## config.mk

```make
export PLATFORM = sky130hd
export DESIGN_NAME = spr_sdram_core
export DESIGN_NICKNAME = d
export VERILOG_FILES = /design/src/rtl/spr_pkg.sv /design/src/rtl/spr_sdram_core.sv
export VERILOG_INCLUDE_DIRS = /design/src /design/src/rtl
export SDC_FILE = /design/constraint.sdc
export NUM_CORES = 1
export LEC_CHECK = 0
export BUFFER_PORTS_ARGS = -buffer_cell sky130_fd_sc_hd__buf_2
export CAP_MARGIN = 10
export CORE_MARGIN = 10
export CORE_UTILIZATION = 30
export CTS_CLUSTER_DIAMETER = 100
export CTS_CLUSTER_SIZE = 20
export DETAILED_ROUTE_END_ITERATION = 16
export SYNTH_ARGS = -nofsm -noshare
export SYNTH_HDL_FRONTEND = slang
export SYNTH_SLANG_ARGS = --single-unit
```

## constraint.sdc

```tcl
create_clock -name sys_clk_in -period 7.1 [get_ports sys_clk_in]
set_input_delay 0.71 -clock sys_clk_in [delete_from_list [all_inputs] [get_ports sys_clk_in]]
set_output_delay 0.71 -clock sys_clk_in [all_outputs]
set_load 0.05 [all_outputs]
```

## src/rtl/spr_cfg.svh

```systemverilog
// Constants for the SDRAM precharge, refresh and power-mode engine
`ifndef SPR_CFG_SVH
`define SPR_CFG_SVH
`define SPR_CLK_NS       5
`define SPR_CYC(ns)      (((ns) + `SPR_CLK_NS - 1) / `SPR_CLK_NS)
`define SPR_ROW_CLOSE_NS 18
`define SPR_WR_REC_NS    12
`define SPR_ROW_ACT_NS   42
`define SPR_XSR_NS       70
`define SPR_REF_INT_NS   15625
`define SPR_ROW_CLOSE_CYC 4'(`SPR_CYC(`SPR_ROW_CLOSE_NS))
`define SPR_WR_REC_CYC    4'(`SPR_CYC(`SPR_WR_REC_NS))
`define SPR_ROW_ACT_CYC   5'(`SPR_CYC(`SPR_ROW_ACT_NS))
`define SPR_XSR_CYC       5'(`SPR_CYC(`SPR_XSR_NS))
`define SPR_REF_INT_CYC   `SPR_CYC(`SPR_REF_INT_NS)
`define SPR_MODE_OFS  8'h00
`define SPR_STAT_OFS  8'h04
`define SPR_ROW_OFS   8'h08
`define SPR_MODE_RST  10'h020
`define SPR_MODE_MASK 10'h27f
`define SPR_WBS_BIT   9
`define SPR_ILV_BIT   3
`define SPR_BL_PAGE   3'h7
`define SPR_AP_BIT    10
`endif

```

## src/rtl/spr_pkg.sv

```systemverilog
// Types for the SDRAM precharge, refresh and power-mode engine
package spr_pkg;
  typedef enum logic [2:0] {
    CMD_MRS = 3'b000, CMD_REF = 3'b001, CMD_PRE = 3'b010, CMD_ACT = 3'b011,
    CMD_WR  = 3'b100, CMD_RD  = 3'b101, CMD_BST = 3'b110, CMD_NOP = 3'b111
  } spr_cmd_type;
  typedef enum logic [1:0] {
    PW_RUN = 2'b00, PW_PD = 2'b01, PW_SR = 2'b10, PW_XSR = 2'b11
  } spr_pw_type;
endpackage

```

## src/rtl/spr_sdram_core.sv

```systemverilog
// Command engine: bursts, precharge, refresh, power-down and clock suspend
`timescale 1ns/10ps
`default_nettype none
`include "spr_cfg.svh"
module spr_sdram_core import spr_pkg::*; #(
  parameter int unsigned REF_INT_CYC = `SPR_REF_INT_CYC
) (
  input  wire logic        sys_clk_in,
  input  wire logic        arst_n_in,
  input  wire logic        cke_in,
  input  wire logic        cs_n_in,
  input  wire logic        ras_n_in,
  input  wire logic        cas_n_in,
  input  wire logic        we_n_in,
  input  wire logic [11:0] addr_in,
  input  wire logic        bank_select_low_in,
  input  wire logic        bank_select_high_in,
  input  wire logic        hsel_in,
  input  wire logic [31:0] haddr_in,
  input  wire logic [1:0]  htrans_in,
  input  wire logic        hwrite_in,
  input  wire logic [2:0]  hsize_in,
  input  wire logic [31:0] hwdata_in,
  input  wire logic        hready_in,
  output logic      [31:0] hrdata_out,
  output logic             hreadyout_out,
  output logic             hresp_out,
  output logic      [7:0]  col_addr_out,
  output logic      [1:0]  col_bank_out,
  output logic             col_rd_out,
  output logic             col_wr_out,
  output logic             rd_valid_out,
  output logic             refresh_out,
  output logic      [11:0] refresh_row_out,
  output logic      [3:0]  bank_open_out,
  output logic             power_down_out,
  output logic             self_refresh_out
);
  logic [1:0]  bsel;
  spr_cmd_type cmd;
  logic        cke_q, ien, acc, new_rd, new_wr, new_ref, new_bst, act_cmd, raw_nop;
  logic [9:0]  mode_q, mode_d;
  logic        wbs, page;
  logic [7:0]  len_m1;
  logic [3:0]  pre_cmd, pre_now, wrec_now, bank_open, prech, wrec_busy;
  logic        intr;
  assign bsel    = {bank_select_high_in, bank_select_low_in};
  assign cmd     = cs_n_in ? CMD_NOP : spr_cmd_type'({ras_n_in, cas_n_in, we_n_in});
  assign raw_nop = (cmd == CMD_NOP);
  spr_pw_type  pw_q, pw_d;
  // Suspended edge: gate sampled low on the previous edge
  assign ien     = cke_q;
  assign acc     = (pw_q == PW_RUN) && ien;
  assign new_rd  = acc && (cmd == CMD_RD);
  assign new_wr  = acc && (cmd == CMD_WR);
  assign new_bst = acc && (cmd == CMD_BST);
  assign act_cmd = acc && (cmd == CMD_ACT);
  assign new_ref = acc && (cmd == CMD_REF) && cke_in;
  assign pre_cmd = (acc && cmd == CMD_PRE) ?
                   (addr_in[`SPR_AP_BIT] ? 4'hf : (4'h1 << bsel)) : 4'h0;
  assign wbs     = mode_q[`SPR_WBS_BIT];
  assign page    = (mode_q[2:0] == `SPR_BL_PAGE);
  always_comb begin
    case (mode_q[2:0])
      3'h0:    len_m1 = 8'h00;
      3'h1:    len_m1 = 8'h01;
      3'h2:    len_m1 = 8'h03;
      3'h3:    len_m1 = 8'h07;
      default: len_m1 = 8'hff;
    endcase
  end
  // Burst engine
  logic       bst_act_q, bst_act_d, bst_wr_q, bst_wr_d, bst_ap_q, bst_ap_d;
  logic       bst_page_q, bst_page_d;
  logic [1:0] bst_bank_q, bst_bank_d, cbank_q, cbank_d;
  logic [7:0] bst_start_q, bst_start_d, bst_off_q, bst_off_d, bst_len_q, bst_len_d;
  logic [7:0] col_q, col_d, mix, col_calc, new_len;
  logic       crd_q, crd_d, cwr_q, cwr_d, new_ap, ap_end;
  assign mix      = mode_q[`SPR_ILV_BIT] ? (bst_start_q ^ bst_off_q)
                                           : 8'(bst_start_q + bst_off_q);
  assign col_calc = (bst_start_q & ~bst_len_q) | (mix & bst_len_q);
  assign new_len  = (new_wr && wbs && !page) ? 8'h00 : len_m1;
  assign new_ap   = addr_in[`SPR_AP_BIT] && !page;
  always_comb begin
    bst_act_d   = bst_act_q;
    bst_wr_d    = bst_wr_q;
    bst_ap_d    = bst_ap_q;
    bst_page_d  = bst_page_q;
    bst_bank_d  = bst_bank_q;
    bst_start_d = bst_start_q;
    bst_off_d   = bst_off_q;
    bst_len_d   = bst_len_q;
    col_d       = col_q;
    cbank_d     = cbank_q;
    crd_d       = 1'b0;
    cwr_d       = 1'b0;
    pre_now     = 4'h0;
    wrec_now    = 4'h0;
    intr        = 1'b0;
    ap_end      = 1'b0;
    if (new_rd || new_wr) begin
      if (bst_act_q && bst_ap_q && bst_bank_q != bsel) begin
        intr = 1'b1;
        if (bst_wr_q) wrec_now[bst_bank_q] = 1'b1;
        else          pre_now[bst_bank_q]  = 1'b1;
      end
      bst_len_d   = new_len;
      bst_page_d  = page;
      bst_ap_d    = new_ap;
      bst_start_d = addr_in[7:0];
      bst_off_d   = 8'h01;
      bst_bank_d  = bsel;
      bst_wr_d    = new_wr;
      bst_act_d   = (new_len != 8'h00);
      col_d       = addr_in[7:0];
      cbank_d     = bsel;
      crd_d       = new_rd;
      cwr_d       = new_wr;
      if (new_len == 8'h00 && new_ap) begin
        ap_end = 1'b1;
        if (new_wr) wrec_now[bsel] = 1'b1;
        else        pre_now[bsel]  = 1'b1;
      end
    end else if (new_bst) begin
      bst_act_d = 1'b0;
    end else if (ien && bst_act_q) begin
      // Held while suspended so no column is skipped
      col_d     = col_calc;
      cbank_d   = bst_bank_q;
      crd_d     = !bst_wr_q;
      cwr_d     = bst_wr_q;
      bst_off_d = 8'(bst_off_q + 8'h01);
      if (bst_off_q == bst_len_q && !bst_page_q) begin
        bst_act_d = 1'b0;
        if (bst_ap_q) begin
          ap_end = 1'b1;
          if (bst_wr_q) wrec_now[bst_bank_q] = 1'b1;
          else          pre_now[bst_bank_q]  = 1'b1;
        end
      end
    end
  end
  always_ff @(posedge sys_clk_in or negedge arst_n_in) begin
    if (!arst_n_in) begin
      bst_act_q   <= 1'b0;
      bst_wr_q    <= 1'b0;
      bst_ap_q    <= 1'b0;
      bst_page_q  <= 1'b0;
      bst_bank_q  <= 2'h0;
      bst_start_q <= 8'h00;
      bst_off_q   <= 8'h00;
      bst_len_q   <= 8'h00;
      col_q       <= 8'h00;
      cbank_q     <= 2'h0;
      crd_q       <= 1'b0;
      cwr_q       <= 1'b0;
    end else begin
      bst_act_q   <= bst_act_d;
      bst_wr_q    <= bst_wr_d;
      bst_ap_q    <= bst_ap_d;
      bst_page_q  <= bst_page_d;
      bst_bank_q  <= bst_bank_d;
      bst_start_q <= bst_start_d;
      bst_off_q   <= bst_off_d;
      bst_len_q   <= bst_len_d;
      col_q       <= col_d;
      cbank_q     <= cbank_d;
      crd_q       <= crd_d;
      cwr_q       <= cwr_d;
    end
  end
  // Read valid pipeline, frozen while suspended so output data stays put
  logic [2:0] rdp_q, rdp_d;
  always_comb begin
    rdp_d = ien ? {rdp_q[1:0], crd_d} : rdp_q;
  end
  always_ff @(posedge sys_clk_in or negedge arst_n_in) begin
    if (!arst_n_in) rdp_q <= 3'h0;
    else            rdp_q <= rdp_d;
  end
  always_comb begin
    case (mode_q[6:4])
      3'h2:    rd_valid_out = rdp_q[1];
      3'h3:    rd_valid_out = rdp_q[2];
      default: rd_valid_out = rdp_q[0];
    endcase
  end
  // Per-bank timers run on the bare clock: they measure real time
  for (genvar b = 0; b < 4; b++) begin : g_bank
    logic       open_q, open_d, start;
    logic [3:0] pc_q, pc_d, wc_q, wc_d;
    always_comb begin
      start  = pre_now[b] | pre_cmd[b] | (wc_q == 4'h1);
      open_d = open_q;
      pc_d   = (pc_q != 4'h0) ? 4'(pc_q - 4'h1) : pc_q;
      wc_d   = (wc_q != 4'h0) ? 4'(wc_q - 4'h1) : wc_q;
      if (act_cmd && bsel == 2'(b)) open_d = 1'b1;
      if (start) begin
        open_d = 1'b0;
        pc_d   = `SPR_ROW_CLOSE_CYC;
      end
      if (wrec_now[b]) wc_d = `SPR_WR_REC_CYC;
    end
    always_ff @(posedge sys_clk_in or negedge arst_n_in) begin
      if (!arst_n_in) begin
        open_q <= 1'b0;
        pc_q   <= 4'h0;
        wc_q   <= 4'h0;
      end else begin
        open_q <= open_d;
        pc_q   <= pc_d;
        wc_q   <= wc_d;
      end
    end
    assign bank_open[b] = open_q;
    assign prech[b]     = (pc_q != 4'h0);
    assign wrec_busy[b] = (wc_q != 4'h0);
  end
  // Power modes and refresh row counter
  logic [4:0]  tmr_q, tmr_d;
  logic [12:0] tick_q, tick_d;
  logic [11:0] row_q, row_d;
  logic        ref_q, ref_d, idle_all;
  assign idle_all = (bank_open == 4'h0) && (prech == 4'h0) && (wrec_busy == 4'h0);
  always_comb begin
    pw_d   = pw_q;
    tmr_d  = (tmr_q != 5'h00) ? 5'(tmr_q - 5'h01) : tmr_q;
    tick_d = tick_q;
    row_d  = row_q;
    ref_d  = 1'b0;
    if (new_ref) begin
      ref_d = 1'b1;
      row_d = 12'(row_q + 12'h001);
    end
    case (pw_q)
      PW_RUN: begin
        if (cke_q && !cke_in && cmd == CMD_REF && idle_all && !bst_act_q) begin
          pw_d   = PW_SR;
          tmr_d  = `SPR_ROW_ACT_CYC;
          tick_d = 13'h0000;
        end else if (cke_q && !cke_in && raw_nop && !bst_act_q) begin
          pw_d = PW_PD;
        end
      end
      PW_PD: begin
        if (cke_in && raw_nop) pw_d = PW_RUN;
      end
      PW_SR: begin
        tick_d = 13'(tick_q + 13'h0001);
        if (tick_q == 13'(REF_INT_CYC - 1)) begin
          tick_d = 13'h0000;
          ref_d  = 1'b1;
          row_d  = 12'(row_q + 12'h001);
        end
        // Early exit attempts are held off until row active time is met
        if (cke_in && tmr_q == 5'h00) begin
          pw_d  = PW_XSR;
          tmr_d = `SPR_XSR_CYC;
        end
      end
      PW_XSR: begin
        if (tmr_q == 5'h00) pw_d = PW_RUN;
      end
      default: pw_d = PW_RUN;
    endcase
  end
  always_ff @(posedge sys_clk_in or negedge arst_n_in) begin
    if (!arst_n_in) begin
      pw_q   <= PW_RUN;
      tmr_q  <= 5'h00;
      tick_q <= 13'h0000;
      row_q  <= 12'h000;
      ref_q  <= 1'b0;
      cke_q  <= 1'b1;
    end else begin
      pw_q   <= pw_d;
      tmr_q  <= tmr_d;
      tick_q <= tick_d;
      row_q  <= row_d;
      ref_q  <= ref_d;
      cke_q  <= cke_in;
    end
  end
  // AHB-Lite slave, zero wait states
  logic        go, wpend_q, wpend_d;
  logic [7:0]  waddr_q, waddr_d;
  logic [31:0] rdat_q, rdat_d;
  assign go = hsel_in && hready_in && htrans_in[1];
  always_comb begin
    wpend_d = go && hwrite_in;
    waddr_d = go ? haddr_in[7:0] : waddr_q;
    mode_d  = mode_q;
    rdat_d  = 32'h0000_0000;
    if (wpend_q && waddr_q == `SPR_MODE_OFS) mode_d = hwdata_in[9:0] & `SPR_MODE_MASK;
    if (go && !hwrite_in) begin
      case (haddr_in[7:0])
        `SPR_MODE_OFS: rdat_d = {22'h000000, mode_q};
        `SPR_STAT_OFS: rdat_d = {21'h000000, bst_act_q, pw_q == PW_SR, pw_q == PW_PD,
                                 prech, bank_open};
        `SPR_ROW_OFS:  rdat_d = {20'h00000, row_q};
        default:       rdat_d = 32'h0000_0000;
      endcase
    end
  end
  always_ff @(posedge sys_clk_in or negedge arst_n_in) begin
    if (!arst_n_in) begin
      wpend_q <= 1'b0;
      waddr_q <= 8'h00;
      rdat_q  <= 32'h0000_0000;
      mode_q  <= `SPR_MODE_RST;
    end else begin
      wpend_q <= wpend_d;
      waddr_q <= waddr_d;
      rdat_q  <= rdat_d;
      mode_q  <= mode_d;
    end
  end
  assign hrdata_out       = rdat_q;
  assign hreadyout_out    = 1'b1;
  assign hresp_out        = 1'b0;
  assign col_addr_out     = col_q;
  assign col_bank_out     = cbank_q;
  assign col_rd_out       = crd_q;
  assign col_wr_out       = cwr_q;
  assign refresh_out      = ref_q;
  assign refresh_row_out  = row_q;
  assign bank_open_out    = bank_open;
  assign power_down_out   = (pw_q == PW_PD);
  assign self_refresh_out = (pw_q == PW_SR);
endmodule
`default_nettype wire

```

# Word level (Yosys, flattened, before mapping)
# Cells that the tools add are included.
[word_totals]
reg_bits = 164
latchBits = 0
ram_bits = 0
romBits = 0
inputBits = 93
output_inout_bits = 66
elab_cells = 281
n_memories = 0
[op_classes]
add_sub_neg = 13
mul = 0
div_mod_pow = 0
magnitude_cmp = 4
n_eq_ne = 34
n_shift = 1
mux = 95
n_bitwise = 15
n_reduce_logical = 84
[ops]
columns = ["operator", "count"]
rows = [
  ["$mux 4", 38],
  ["$mux 8", 8],
  ["$mux 12", 4],
  ["$logic_and 1x1->1", 37],
  ["$pmux 12 s3", 1],
  ["$pmux 8 s4", 1],
  ["$reduce_bool 4->1", 8],
  ["$sub 4x1->4 const B", 8],
  ["$reduce_bool 2->1", 14],
  ["$mux 13", 2],
  ["$pmux 13 s2", 1],
  ["$logic_not 8->1", 3],
  ["$mux 1", 23],
  ["$eq 3x2->1 const B", 6],
  ["$and 8x8->8", 2],
  ["$eq 4x1->1 const B", 4],
  ["$mux 2", 8],
  ["$eq 3x3->1 const B", 5],
  ["$mux 5", 3],
  ["$add 13x1->13 const B", 1],
  ["$eq 13x12->1 const B", 1],
  ["$add 12x1->12 const B", 1],
  ["$logic_not 4->1", 3],
  ["$pmux 5 s2", 1],
  ["35 further kinds", 63],
]

# Longest topological paths before layout
[logic_depth]
depth_word = 14
mapped_depth = 10
depth_no_buf = 9

# Worst setup path before layout
# OpenSTA, ideal clock, no wires.
[synth_path]
path_kind = "input-to-reg"
startpoint = "input cs_n_in"
endpoint = "register g_bank[0].pc_q[2]"
setup_time_ns = 0.144
t_arrival_ns = 2.394
t_required_ns = 6.956
slack_ns = 4.562
stages = 8
n_path_buf = 2
cell_sequence = "or4b_1 buf_2 o311ai_2 nor4_1 and2_1 buf_2 a31o_1 o21bai_1"
[synth_between]
elab_chain_cells = 13
elab_cells_between_ends = 24
cone_classes = "4 x eq/ne; 8 x mux; 2 x bitwise; 10 x reduce/logical"
[synth_lines]
columns = ["element", "line", "rtl"]
rows = [
  ["start: declaration", "spr_sdram_core.sv:11", "input wire logic cs_n_in,"],
  ["$mux 3 *", "spr_sdram_core.sv:48", "assign cmd = cs_n_in ? CMD_NOP : spr_cmd_type'({ras_n_in, cas_n_in, we_n_in});"],
  ["$eq 3x3->1", "spr_sdram_core.sv:55", "assign new_wr = acc && (cmd == CMD_WR);"],
  ["$logic_and 1x1->1", "spr_sdram_core.sv:55", ""],
  ["$logic_and 1x1->1 (2 in series)", "spr_sdram_core.sv:82", "assign new_len = (new_wr && wbs && !page) ? 8'h00 : len_m1;"],
  ["$mux 8", "spr_sdram_core.sv:82", ""],
  ["$logic_not 8->1", "spr_sdram_core.sv:119", "if (new_len == 8'h00 && new_ap) begin"],
  ["$logic_and 1x1->1", "spr_sdram_core.sv:119", ""],
  ["$mux 4", "spr_sdram_core.sv:119", ""],
  ["$mux 4", "spr_sdram_core.sv:101", "if (new_rd || new_wr) begin"],
  ["$or 1x1->1 * (2 in series)", "spr_sdram_core.sv:193", "start = pre_now[b] | pre_cmd[b] | (wc_q == 4'h1);"],
  ["$mux 4 or $reduce_bool 2->1 (tied branches)", "-", ""],
  ["end signal: assignment", "spr_sdram_core.sv:211", "pc_q <= pc_d;"],
  ["end: declaration", "spr_sdram_core.sv:191", "logic [3:0] pc_q, pc_d, wc_q, wc_d;"],
]
# Mark *: on every way between the ends. The rest lies on a longest branch, timed or not.
# A chain may end at the register's enable or synchronous reset.

# Worst setup path after layout
[layout_path]
startpoint = "register g_bank[0].pc_q[0]"
endpoint = "register tick_q[8]"
[layout_between]
elab_chain_cells = 8
[layout_lines]
columns = ["element", "line", "rtl"]
rows = [
  ["$reduce_bool 4->1", "spr_sdram_core.sv:216", "assign prech[b] = (pc_q != 4'h0);"],
  ["$logic_not 4->1", "spr_sdram_core.sv:224", "assign idle_all = (bank_open == 4'h0) && (prech == 4'h0) && (wrec_busy == 4'h0);"],
  ["$logic_and 1x1->1 (2 in series)", "spr_sdram_core.sv:224", ""],
  ["$logic_and 1x1->1 (2 in series)", "spr_sdram_core.sv:237", "if (cke_q && !cke_in && cmd == CMD_REF && idle_all && !bst_act_q) begin"],
  ["$ne 2x1->1 (no line)", "-", ""],
  ["$reduce_and 2->1 (no line)", "-", ""],
  ["end signal: assignment", "spr_sdram_core.sv:278", "tick_q <= tick_d;"],
  ["end: declaration", "spr_sdram_core.sv:221", "logic [12:0] tick_q, tick_d;"],
]
# No other way between the ends.

==> metrics <==
period utilization 43.9%; commonest non-fill, non-tap cells in the layout 138 x dfrtp_1, 100 x nor2_1, 80 x buf_2, 70 x nand2_1, 46 x a21oi_1; postcts setup bufs 0; register area share after synthesis 45.9%; Post-CTS Resized 0; average size of a mapped cell 9.62 sq um; ratio of cells with drive above 1 in the final layout 18.1%; Post-CTS Hold Buffers 0; Die Y 180 um; met3 usage 2.27%; ANT nets after route 0; Total Routing Usage GR 11.5%; routability cong. 0.803; Peak VDD IR 132 uV; 1st-pass router iterations 4; ys flop type dfrtp_1; Setup TNS 0 ns; max-cap violations 0; Seq. cell area 0.00351 sq mm; synth warn 0; first-pass GRT wire length 30.7 mm; met1 Track Usage GR 14.3%; I/O Buffers 81; CTS root buf clkbuf_16; Via density 4.88; Async S/R FF share, synth 100%; die area 0.0323 sq mm; CTS Sinks 140; critical path type reg2reg; number of remaining DRC errors 0; worst-skew pair later-pin latency 0.43 ns; Slew @ Worst Pin 0.895 ns; Pins Over Slew Limit 0; P&R area growth vs syn 16.7%; die width 180 um; final instance area 0.00892 sq mm; Hold Fails Final Rpt 0; CP Capture Type flop; pin count of the biggest net entering global routing 72; Final Setup Violations 0; Hold WC Path Type in2async; ant diodes 0; CTS buffer count 17; RSZ-0062 raised after global routing false; core outline area 0.0251 sq mm; Ports 159; routed wire length 18.6 mm; H-tree levels 4; Worst EP required 7.39 ns; total grt overflow 0; placed cell area 0.00830 sq mm; busiest grt layer met2; crit-path max FO 9; status complete, no violations; post-synth cell types 71; Clock transition at path regs 0.07 ns; vias in the first global route 5846; Initial Util 30.5%; Cell Pwr Density 353 mW/mm^2; hold_ws 0.285 ns; commonest non-fill, non-tap cell in the layout dfrtp_1; Wirelength per Cell 15.3 um; count of flip-flops with a built-in enable after synthesis 0; FF+latch count, synth 140; initial DRC count 351; cells after synthesis 795; Critical Path AT 3.40 ns; # rows 58; P_leak 0.00410 uW; Fillers 2584; Clock Skew 0.0102 ns; M2 GR Usage 19.3%; critical path launch point type flop; via count 5918; Post-Syn Area 0.00765 sq mm; initial antenna violation count 0; post-layout min period 3.12 ns; f_max 321 MHz; Slew HR 40.4%; nets 992; area of the multi-input gates 0.00381 sq mm; Clock Path Buffers 2; HPWL after DPL 13.7 mm; clock tree from TritonCTS yes
metrics by stage:
stage          utilization (%)  instances  setup slack [ns]  total power (uW)
3_3_place_gp              33.1       1180              4.02              2200
6_report                  35.5       1212              3.98              3150
5_1_grt                   35.5       1212              3.64              3370
3_5_place_dp              33.1       1180              3.98              2230
2_1_floorplan                -        815              4.56              1980
4_1_cts                   35.5       1212              3.92              3180
final timing paths:
| path | startpoint | endpoint | slack [ns] | depth (start not counted) |
|---|---|---|---|---|
| worst max register to register | g_bank[0].pc_q[0] | tick_q[8] | 3.98 | 8 |
| worst min register to register | bst_page_q | bst_page_q | 0.49 | 2 |
| worst min-delay path | arst_n_in | bst_start_q[7] | 0.29 | 1 |
| min in group sys_clk_in | cke_in | cke_q | 0.44 | 1 |
| max in group asynchronous | arst_n_in | tick_q[10] | 5.46 | 2 |
| worst max-delay path | g_bank[0].pc_q[0] | tick_q[8] | 3.98 | 8 |
layer usage:
| metal | share of wire (%) | vias up |
|---|---|---|
| met2 | 49 | 94 |
| met1 | 46 | 2884 |
| met4 | 1.4 | 0 |
| met5 | 0 | - |
| li1 | - | 2922 |
| met3 | 3.4 | 18 |
state kept, by name, summed over array words and instances, names as in the netlist, 5 cells and up:
register,flops
col_addr_out,8
bst_off_q,8
bst_start_q,8
waddr_q,8
hrdata_out,12
tmr_q,5
refresh_row_out,12
g_bank.pc_q,16
g_bank.wc_q,16
tick_q,13
mode_q,8
layout make-up:
type                            instances  share of cell area [%]
Inverter                               30                    1.26
Tap cell                              330                    4.63
Sequential cell                       140                    39.3
Clock buffer                           17                    4.77
Clock inverter                         15                    2.20
Multi-Input combinational cell        593                    42.7
Timing Repair Buffer                   87                    5.12
synth_stat cells (3+ instances only):
cell type	n	area (sq um)
a211oi_1	6	45.0
a21o_1	4	30.0
a21oi_1	46	230
a31o_2	7	61.3
a31oi_1	17	106
a32oi_1	4	35.0
and2_1	8	50.1
and3_1	5	31.3
buf_2	6	30.0
buf_4	27	203
clkbuf_1	19	71.3
dfrtp_1	138	3450
ha_1	29	363
inv_1	29	109
mux2_2	20	225
mux2i_1	14	140
nand2_1	70	263
nand2b_1	18	113
nand3_1	17	85.1
nand3b_1	7	52.6
nand4_1	11	68.8
nand4b_1	3	26.3
nor2_1	100	375
nor2b_1	12	75.1
nor3_1	17	85.1
nor3b_1	5	37.5
nor4_1	5	31.3
o2111a_1	3	33.8
o2111ai_1	4	35.0
o211ai_1	9	67.6
o21ai_0	18	90.1
o21ai_1	3	15.0
o21bai_1	4	30.0
o221ai_1	3	26.3
o22a_1	3	26.3
o31ai_1	6	45.0
or3_1	11	68.8
or3b_2	3	26.3
xnor2_1	29	254
xor2_1	13	114
critical path, stage by stage, from the launching register on:
cell	delay, ns
dfrtp_1	0.37
inv_1	0.11
ha_1	0.18
nor3b_1	0.68
nand3_1	0.34
nor4_4	0.54
mux2i_1	0.13
nor2_1	0.44
o211ai_1	0.18
report_power, final:
part / total (uW) / switching [uW] / internal [uW]
Combinational: 1020 / 618 / 404
Sequential: 1180 / 192 / 992
Clock: 941 / 401 / 540
logic make-up after synthesis:
family                   share of synthesized area, %
AO/OA/AOI/OAI                                    14.0
XOR/XNOR                                         4.81
flip-flops                                       45.9
buffers and inverters                            5.45
adder cells (fa/ha/maj)                          5.01
AND/OR/NAND/NOR                                  20.0
multiplexers                                     4.78
other                                          0.0982
No activity file was read; power rests on OpenSTA's default activity.
